File: src/sync_serial_pkg.sv
// Shared constants, control layout and state codes for the synchronous serial port.
// Assumes a single 100 MHz clock and a byte-wide register port.
package sync_serial_pkg;

    // ****************************************
    // Register map
    // ****************************************
    localparam logic [9:0] OFF_CONTROL = 10'h1E2;
    localparam logic [9:0] OFF_DIVIDER = 10'h1E3;
    localparam logic [9:0] OFF_DATA    = 10'h1E0;

    localparam logic [7:0] RST_CONTROL = 8'h40;
    localparam logic [7:0] RST_DIVIDER = 8'h00;
    localparam logic [7:0] RST_DATA    = 8'h00;

    // ****************************************
    // Clock source codes and prescaler terminals
    // ****************************************
    localparam logic [1:0] SRC_DIV1_2 = 2'h0;
    localparam logic [1:0] SRC_DIV8   = 2'h1;
    localparam logic [1:0] SRC_DIV32  = 2'h2;

    localparam logic [4:0] PRE_DIV2_END  = 5'h01;
    localparam logic [4:0] PRE_DIV8_END  = 5'h07;
    localparam logic [4:0] PRE_DIV32_END = 5'h1F;

    localparam logic [2:0] LAST_BIT = 3'h7;

    // ****************************************
    // Types
    // ****************************************
    typedef struct packed {
        logic idle_level_select;
        logic clock_source_select;
        logic bit_order_select;
        logic clock_polarity_select;
        logic port_function_select;
        logic data_out_disable;
        logic clk_source_sel_hi;
        logic clk_source_sel_lo;
    } ctrl_s;

    typedef enum logic [2:0] {
        ST_IDLE = 3'b001,
        ST_RUN  = 3'b010,
        ST_HOLD = 3'b100
    } xfer_state_e;

endpackage

File: src/rate_gen.sv
// Prescaler and bit-rate divider producing half-period ticks of the transfer clock.
// Assumes run is held high for the whole time ticks are wanted.
`timescale 1ns/1ps
module rate_gen
    import sync_serial_pkg::*;
(
    // Clock and reset
    input  wire logic       clock,
    input  wire logic       reset_n,
    // Configuration
    input  wire logic [1:0] src_sel,
    input  wire logic       half_sel,
    input  wire logic [7:0] divider,
    input  wire logic       run,
    // Half-period tick
    output logic            tick
);

    logic [4:0] pre_ff;
    logic [4:0] nxt_pre;
    logic [7:0] div_ff;
    logic [7:0] nxt_div;
    logic       tick_ff;
    logic       nxt_tick;
    logic       src_tick;

    always_comb begin
        nxt_pre = pre_ff + 5'h01;
        case (src_sel)
            SRC_DIV1_2: src_tick = half_sel ? (pre_ff[0] == PRE_DIV2_END[0]) : 1'b1;
            SRC_DIV8:   src_tick = (pre_ff[2:0] == PRE_DIV8_END[2:0]);
            SRC_DIV32:  src_tick = (pre_ff == PRE_DIV32_END);
            // Forbidden code: clock simply stops
            default:    src_tick = 1'b0;
        endcase
        nxt_div  = div_ff;
        nxt_tick = 1'b0;
        if (!run) begin
            nxt_div = 8'h00;
        end else if (src_tick) begin
            // Toggle every n+1 source ticks gives f/(2(n+1))
            if (div_ff == divider) begin
                nxt_div  = 8'h00;
                nxt_tick = 1'b1;
            end else begin
                nxt_div = div_ff + 8'h01;
            end
        end
    end

    always_ff @(posedge clock or negedge reset_n) begin
        if (!reset_n) begin
            pre_ff  <= 5'h00;
            div_ff  <= 8'h00;
            tick_ff <= 1'b0;
        end else begin
            pre_ff  <= nxt_pre;
            div_ff  <= nxt_div;
            tick_ff <= nxt_tick;
        end
    end

    assign tick = tick_ff;

endmodule

File: src/sync_serial_port.sv
// Clock-synchronous 8-bit serial port: control, divider and shift/data registers.
// Assumes pins are synchronous to clock; pad logic resolves drive from the enables.
`timescale 1ns/1ps
// Operation
// - Source code 00 picks div1/div2, 01 div8, 10 div32; 11 forbidden.
// - Div1 versus div2 for code 00 comes from an outside select bit.
// - Output disable set floats the data-out pin in every pin function.
// - Port select 1 hands data-out and clock pins to the serial unit.
// - Polarity 0 shifts out on falling, samples on rising; 1 swaps.
// - Bit order 0 is LSB first, 1 is MSB first, both directions.
// - Clock select 0 takes clock from pin; 1 generates and drives it.
// - With port select 0 the data-out pin shows the idle-level bit.
// - External clock: idle level held, last bit kept between back-to-back bytes.
// - Internal transfer clock is source divided by 2(n+1).
// - Each transfer moves eight bits out and in together.
// - Writing the shift/data register starts a transfer.
// - Completion is flagged on the last rising edge, or falling with polarity 1.
// - Shifting follows every clock edge; internal clock stops after eight.
// - Internal clock: last bit held half a period, then float; write floats now.
// - Internal clock rests high for polarity 0, low for polarity 1.
module sync_serial_port
    import sync_serial_pkg::*;
(
    // Clock and reset
    input  wire logic       clock,
    input  wire logic       reset_n,
    // Register port
    input  wire logic [9:0] reg_addr,
    input  wire logic [7:0] reg_wdata,
    input  wire logic       reg_wr,
    input  wire logic       reg_rd,
    output logic      [7:0] reg_rdata,
    // Outside clock select
    input  wire logic       periph_clk_half_select,
    // Serial pins
    input  wire logic       serial_clock_in,
    output logic            serial_clock_out,
    output logic            serial_clock_oe,
    output logic            serial_out_pin,
    output logic            serial_out_oe,
    input  wire logic       serial_in_pin,
    // Completion request
    output logic            xfer_done
);

    // ****************************************
    // Register state
    // ****************************************
    ctrl_s       ctrl_ff;
    ctrl_s       nxt_ctrl;
    logic [7:0]  divider_ff;
    logic [7:0]  nxt_divider;
    logic [7:0]  rdata_ff;
    logic [7:0]  nxt_rdata;

    // ****************************************
    // Transfer engine state
    // ****************************************
    xfer_state_e state_ff;
    xfer_state_e nxt_state;
    logic [7:0]  shift_ff;
    logic [7:0]  nxt_shift;
    logic [2:0]  bit_cnt_ff;
    logic [2:0]  nxt_bit_cnt;
    logic        out_level_ff;
    logic        nxt_out_level;
    logic        drive_ff;
    logic        nxt_drive;
    logic        clk_level_ff;
    logic        nxt_clk_level;
    logic        clk_prev_ff;
    logic        done_ff;
    logic        nxt_done;
    logic        sout_ff;
    logic        nxt_sout;
    logic        sout_oe_ff;
    logic        nxt_sout_oe;
    logic        clk_oe_ff;
    logic        nxt_clk_oe;

    logic        wr_ctrl;
    logic        wr_data;
    logic        int_clk;
    logic        tick;
    logic        out_edge;
    logic        sample_edge;
    logic        ext_rise;
    logic        ext_fall;

    assign wr_ctrl = reg_wr && (reg_addr == OFF_CONTROL);
    assign wr_data = reg_wr && (reg_addr == OFF_DATA);
    assign int_clk = ctrl_ff.clock_source_select;

    rate_gen u_rate_gen (
        .clock    (clock),
        .reset_n  (reset_n),
        .src_sel  ({ctrl_ff.clk_source_sel_hi, ctrl_ff.clk_source_sel_lo}),
        .half_sel (periph_clk_half_select),
        .divider  (divider_ff),
        .run      (int_clk && (state_ff != ST_IDLE)),
        .tick     (tick)
    );

    // ****************************************
    // Register port
    // ****************************************
    always_comb begin
        nxt_ctrl    = ctrl_ff;
        nxt_divider = divider_ff;
        nxt_rdata   = 8'h00;
        if (wr_ctrl) begin
            nxt_ctrl = ctrl_s'(reg_wdata);
        end
        if (reg_wr && (reg_addr == OFF_DIVIDER)) begin
            nxt_divider = reg_wdata;
        end
        if (reg_rd) begin
            case (reg_addr)
                OFF_CONTROL: nxt_rdata = ctrl_ff;
                OFF_DIVIDER: nxt_rdata = divider_ff;
                OFF_DATA:    nxt_rdata = shift_ff;
                default:     nxt_rdata = 8'h00;
            endcase
        end
    end

    always_ff @(posedge clock or negedge reset_n) begin
        if (!reset_n) begin
            ctrl_ff    <= ctrl_s'(RST_CONTROL);
            divider_ff <= RST_DIVIDER;
            rdata_ff   <= 8'h00;
        end else begin
            ctrl_ff    <= nxt_ctrl;
            divider_ff <= nxt_divider;
            rdata_ff   <= nxt_rdata;
        end
    end

    // ****************************************
    // Transfer engine
    // ****************************************
    assign ext_rise = serial_clock_in && !clk_prev_ff;
    assign ext_fall = !serial_clock_in && clk_prev_ff;

    always_comb begin
        nxt_state     = state_ff;
        nxt_shift     = shift_ff;
        nxt_bit_cnt   = bit_cnt_ff;
        nxt_out_level = out_level_ff;
        nxt_drive     = drive_ff;
        nxt_clk_level = clk_level_ff;
        nxt_done      = 1'b0;
        out_edge      = 1'b0;
        sample_edge   = 1'b0;
        if (int_clk) begin
            if (state_ff == ST_RUN && tick) begin
                nxt_clk_level = !clk_level_ff;
                // Leaving the rest level is the output edge
                out_edge      = (clk_level_ff == !ctrl_ff.clock_polarity_select);
                sample_edge   = !out_edge;
            end else if (state_ff != ST_RUN) begin
                nxt_clk_level = !ctrl_ff.clock_polarity_select;
            end
        end else if (ctrl_ff.port_function_select) begin
            // Shifts on every edge, even outside a transfer
            out_edge    = ctrl_ff.clock_polarity_select ? ext_rise : ext_fall;
            sample_edge = ctrl_ff.clock_polarity_select ? ext_fall : ext_rise;
        end
        if (out_edge) begin
            nxt_out_level = ctrl_ff.bit_order_select ? shift_ff[7] : shift_ff[0];
            nxt_drive     = 1'b1;
        end
        if (sample_edge) begin
            if (ctrl_ff.bit_order_select) begin
                nxt_shift = {shift_ff[6:0], serial_in_pin};
            end else begin
                nxt_shift = {serial_in_pin, shift_ff[7:1]};
            end
            nxt_bit_cnt = bit_cnt_ff + 3'h1;
            if (state_ff == ST_RUN && bit_cnt_ff == LAST_BIT) begin
                nxt_done  = 1'b1;
                nxt_state = int_clk ? ST_HOLD : ST_IDLE;
            end
        end
        if (state_ff == ST_HOLD && tick) begin
            nxt_state = ST_IDLE;
            nxt_drive = 1'b0;
        end
        if (wr_ctrl) begin
            // Idle level is loaded only when written, so back-to-back bytes keep the last bit
            nxt_out_level = reg_wdata[7];
        end
        if (wr_data) begin
            nxt_shift   = reg_wdata;
            nxt_bit_cnt = 3'h0;
            nxt_state   = ST_RUN;
            if (int_clk) begin
                nxt_drive = 1'b0;
            end
        end
        if (!ctrl_ff.port_function_select) begin
            nxt_sout   = ctrl_ff.idle_level_select;
            nxt_clk_oe = 1'b0;
        end else begin
            nxt_sout   = nxt_out_level;
            nxt_clk_oe = int_clk;
        end
        nxt_sout_oe = !ctrl_ff.data_out_disable &&
                      (!ctrl_ff.port_function_select || !int_clk || nxt_drive);
    end

    always_ff @(posedge clock or negedge reset_n) begin
        if (!reset_n) begin
            state_ff     <= ST_IDLE;
            shift_ff     <= RST_DATA;
            bit_cnt_ff   <= 3'h0;
            out_level_ff <= 1'b0;
            drive_ff     <= 1'b0;
            clk_level_ff <= 1'b1;
            clk_prev_ff  <= 1'b1;
            done_ff      <= 1'b0;
            sout_ff      <= 1'b0;
            sout_oe_ff   <= 1'b0;
            clk_oe_ff    <= 1'b0;
        end else begin
            state_ff     <= nxt_state;
            shift_ff     <= nxt_shift;
            bit_cnt_ff   <= nxt_bit_cnt;
            out_level_ff <= nxt_out_level;
            drive_ff     <= nxt_drive;
            clk_level_ff <= nxt_clk_level;
            clk_prev_ff  <= serial_clock_in;
            done_ff      <= nxt_done;
            sout_ff      <= nxt_sout;
            sout_oe_ff   <= nxt_sout_oe;
            clk_oe_ff    <= nxt_clk_oe;
        end
    end

    assign reg_rdata        = rdata_ff;
    assign serial_clock_out = clk_level_ff;
    assign serial_clock_oe  = clk_oe_ff;
    assign serial_out_pin   = sout_ff;
    assign serial_out_oe    = sout_oe_ff;
    assign xfer_done        = done_ff;

    // ****************************************
    // Checks
    // ****************************************
    a_out_disable_float: assert property (@(posedge clock) disable iff (!reset_n)
        ctrl_ff.data_out_disable |=> !serial_out_oe)
        else $error("data-out driven while disabled");

    a_port_clock_free: assert property (@(posedge clock) disable iff (!reset_n)
        !ctrl_ff.port_function_select |=> !serial_clock_oe)
        else $error("clock pin driven in port mode");

    a_port_idle_level: assert property (@(posedge clock) disable iff (!reset_n)
        !ctrl_ff.port_function_select |=> serial_out_pin == $past(ctrl_ff.idle_level_select))
        else $error("port mode data-out level wrong");

    a_clock_rest_level: assert property (@(posedge clock) disable iff (!reset_n)
        // Rest level follows a polarity change one cycle late, so a just-changed polarity is skipped
        (int_clk && state_ff == ST_IDLE) ##1 (int_clk && state_ff == ST_IDLE && $stable(ctrl_ff.clock_polarity_select))
        |-> serial_clock_out == !ctrl_ff.clock_polarity_select)
        else $error("internal clock not at rest level");

    a_write_starts: assert property (@(posedge clock) disable iff (!reset_n)
        wr_data |=> state_ff == ST_RUN && bit_cnt_ff == 3'h0)
        else $error("data write did not start transfer");

    a_done_eighth_bit: assert property (@(posedge clock) disable iff (!reset_n)
        xfer_done |-> $past(bit_cnt_ff) == LAST_BIT && $past(state_ff) == ST_RUN)
        else $error("completion not on eighth sample");

    a_done_on_edge: assert property (@(posedge clock) disable iff (!reset_n)
        (xfer_done && int_clk && $past(int_clk)) |-> serial_clock_out == !ctrl_ff.clock_polarity_select)
        else $error("completion not on last sampling edge");

    a_hold_write_float: assert property (@(posedge clock) disable iff (!reset_n)
        (state_ff == ST_HOLD && wr_data && int_clk && ctrl_ff.port_function_select) |=> !serial_out_oe)
        else $error("write during hold did not float data-out");

endmodule

File: config.mk
export PLATFORM = sky130hd
export DESIGN_NAME = sync_serial_port
export DESIGN_NICKNAME = d
export VERILOG_FILES = /design/src/sync_serial_pkg.sv /design/src/rate_gen.sv /design/src/sync_serial_port.sv
export SDC_FILE = /design/constraint.sdc
export NUM_CORES = 1
export LEC_CHECK = 0
export ABC_AREA = 1
export BUFFER_PORTS_ARGS = -buffer_cell sky130_fd_sc_hd__buf_4
export CELL_PAD_IN_SITES_DETAIL_PLACEMENT = 0
export CELL_PAD_IN_SITES_GLOBAL_PLACEMENT = 1
export CORE_UTILIZATION = 43
export DETAILED_ROUTE_END_ITERATION = 10
export HOLD_SLACK_MARGIN = 0.12
export PLACE_DENSITY = 0.75
export SKIP_CTS_REPAIR_TIMING = 1
export SLEW_MARGIN = 20
export SYNTH_ARGS = -nofsm -noshare
export SYNTH_HDL_FRONTEND = slang
export SYNTH_SLANG_ARGS = --single-unit
export TNS_END_PERCENT = 50
File: constraint.sdc
create_clock -name clock -period 2.55 [get_ports clock]
set_input_delay 0 -clock clock [delete_from_list [all_inputs] [get_ports clock]]
set_output_delay 0 -clock clock [all_outputs]
set_load 0.1 [all_outputs]
==> results.sh <==
export IMPL_critPathLaunchType="input port"
export IMPL_hold_slack_ns=0.129
export IMPL_tightest_slew_ns=0.769
export IMPL_crit_fanout=11
export IMPL_cts_buffers=9
export IMPL_yosysSeqAreaShare=0.482
export IMPL_critPathLaunch="reg_addr[0]"
export IMPL_min_from="serial_in_pin"
export IMPL_die_area_um2=7610
export IMPL_ant_nets=0
export IMPL_slew_headroom=0.487
export IMPL_drive_gt1_frac=0.196
export IMPL_tns_ns=0
export IMPL_synthArstFlopShare=1.00
export IMPL_grt_overflow=0
export IMPL_yosysTopAreaCell="dfrtp_1"
export IMPL_drt_initial_drc_count=133
export IMPL_wire_per_inst_um=13.5
export IMPL_synth_area_leaders="dfrtp_1 45%, nand2_1 14%, inv_1 5.5%"
export IMPL_peakVddDrop_mv=0.388
export IMPL_area_delta_synth_final_pct=22.7
export IMPL_cts_tree="built"
export IMPL_instances_no_fill=539
export IMPL_drc_errors=0
export IMPL_final_nets=469
export IMPL_p_per_area_nw_per_um2=535
export IMPL_place_inst=508
export IMPL_clock_root_buffer="clkbuf_8"
export IMPL_grt_pass1_wl_um=12000
export IMPL_max_freq_ghz=0.440
export IMPL_ys_ff_latch=60
export IMPL_antenna_found_initial=0
export IMPL_num_rows=30
export IMPL_final_util=0.555
export IMPL_core_um2=6910
export IMPL_slew_violations=0
export IMPL_synth_top_area_share=0.449
export IMPL_setup_violations_final=0
export IMPL_avgViaCountPerCell=4.76
export IMPL_grt_start_max_net_pins=61
export IMPL_synth_edff_count=0
export IMPL_finalInstanceArea_um2=3830
export IMPL_syn_avg_cell_area_um2=8.20
export IMPL_finClkSkew_ns=0.00838
export IMPL_hold_path_class="in -> reg"
export IMPL_cp_end_kind="register"
export IMPL_clock_latency_ns=0.33
export IMPL_clock_sinks=60
export IMPL_vias=2566
export IMPL_maxCapViolations=0
export IMPL_fill_cells=691
export IMPL_reg2reg_from="u_rate_gen.pre_ff[0]"
export IMPL_boundaryPins=38
export IMPL_hpwl_um=5190
export IMPL_grt_pass1_vias=2394
export IMPL_cts_buffer_depth=2
export IMPL_syn_nets=412
export IMPL_status="finished clean"
export IMPL_worstSetupPathType="in -> reg"
export IMPL_required_ns=2.81
export IMPL_die_w_um=87.2
export IMPL_dr_pass1_iters=5
export IMPL_wl_um=7260
export IMPL_track_usage=0.211
export IMPL_ys_types=31
export IMPL_port_buffers=37
export IMPL_htreeDepth=3
export IMPL_synth_area_um2=3120
export IMPL_syn_inst=381
export IMPL_gp_congestion=0.854
export IMPL_cp_arrival_ns=2.54
export IMPL_fin_crit_sh=0.892
export IMPL_die_height_um=87.2
export IMPL_start_util=0.452
export IMPL_yosys_warnings=0
export IMPL_rsz0062_at_grt="false"
export IMPL_placed_area_um2=3480
export IMPL_finalHoldViolCount=0
export IMPL_diodes=0
export IMPL_clk_pin_slew_ns=0.07
export IMPL_synth_ff_type="dfrtp_1"
export IMPL_power_leakage_nw=1.80
export IMPL_min_period_ns=2.27
-- sequential cells by signal (all words and copies together), names as in the netlist --
name	count
divider_ff	8
reg_rdata	8
shift_ff	8
u_rate_gen.div_ff	8
ctrl_ff	7
u_rate_gen.pre_ff	5
bit_cnt_ff	3
state_ff	3
clk_prev_ff	1
drive_ff	1
int_clk	1
out_level_ff	1
serial_clock_oe	1
serial_clock_out	1
serial_out_oe	1
serial_out_pin	1
u_rate_gen.tick	1
xfer_done	1
-- cell type report --
cell class / count / area, um^2 / share of cell area
Multi-Input combinational cell: 266 / 1390 / 0.362
Clock inverter: 4 / 47.5 / 0.0124
Clock buffer: 12 / 155 / 0.0405
Inverter: 48 / 180 / 0.0470
Timing Repair Buffer: 53 / 435 / 0.114
Sequential cell: 60 / 1510 / 0.393
Tap cell: 96 / 120 / 0.0313
-- path summary, 6_finish.rpt --
kind | to | slack (ns) | cells after the start
max in group asynchronous | u_rate_gen.div_ff[7] | 1.75 | 2
min reg2reg | bit_cnt_ff[0] | 0.47 | 1
min | shift_ff[0] | 0.13 | 7
max reg2reg | u_rate_gen.div_ff[2] | 0.65 | 11
min in group asynchronous | serial_out_pin | 0.29 | 2
max | reg_rdata[7] | 0.28 | 8
-- metrics by stage --
step / setup slack, ns / total power, W
floorplan: 0.746 / 0.00111
global placement: 0.748 / 0.00119
detailed placement: 0.663 / 0.00119
CTS: 0.646 / 0.00206
global route: 0.188 / 0.00216
finish: 0.275 / 0.00205
-- report_power, final --
part | switching [W] | internal, W | total [W] | leakage (nW)
clock | 0.000363 | 0.000502 | 0.000865 | 0.102
sequential | 0.0000196 | 0.000978 | 0.000998 | 0.791
combinational | 0.000118 | 0.0000704 | 0.000189 | 0.905
-- cells by family (layout without fill, tap and decap cells) --
logic type      Yosys count  count (layout)  synth area share
simple gates            179             179             0.253
compound gates           69              69             0.133
flops                    60              60             0.482
buf+inv                  55             117            0.0737
xor+xnor                 11              11            0.0308
fa+ha+maj                 6               6            0.0240
mux                       1               1           0.00360
-- synthesized netlist by cell type, drive strengths merged (3+ instances only) --
cell    instances
a31oi          10
dfstp           4
nor3            3
nand4           4
a21oi           6
o21ai          50
nand3          26
nand3b          3
nor2           25
dfrtp          56
nand2         118
xnor2           9
ha              6
buf             5
inv            48
-- placed cells by master (no fill, tap or decap) --
cell type and n:
dfstp_2 4, nand3_2 2, nand3b_1 3, clkbuf_1 1, a21oi_1 6, nand3_1 24
nand2_1 113, mux2_2 1, nor3_4 1, a21boi_1 1, nor2_1 16, buf_4 38
nor2_2 9, xor2_1 2, ha_1 6, a31oi_1 9, clkbuf_8 11, a31oi_4 1
o211ai_1 2, o21ai_0 33, clkinvlp_4 1, xnor2_1 9, clkinv_2 2, inv_2 2
bufinv_16 1, dfrtp_1 56, nand2_2 4, nand4_1 4, nor3_1 2, dlygate4sd3_1 15
inv_1 46, nand2_4 1, o21ai_1 8, o21ai_2 9
-- critical path, cell delays in order --
cell and delay [ns]:
dlygate4sd3_1 0.54, buf_4 0.14, nor2_2 0.44, nand3_1 0.20, nor2_2 0.39, nand2_1 0.11, a31oi_1 0.13, dlygate4sd3_1 0.56
-- layer usage --
layer / track usage / vias up / wire (um)
li1: - / 1342 / -
met5: 0 / - / 0
met3: 0.0360 / 4 / 285
met1: 0.306 / 1175 / 3640
met4: 0.0671 / 0 / 48
met2: 0.320 / 45 / 3290
Power figures use the tool's default switching activity.
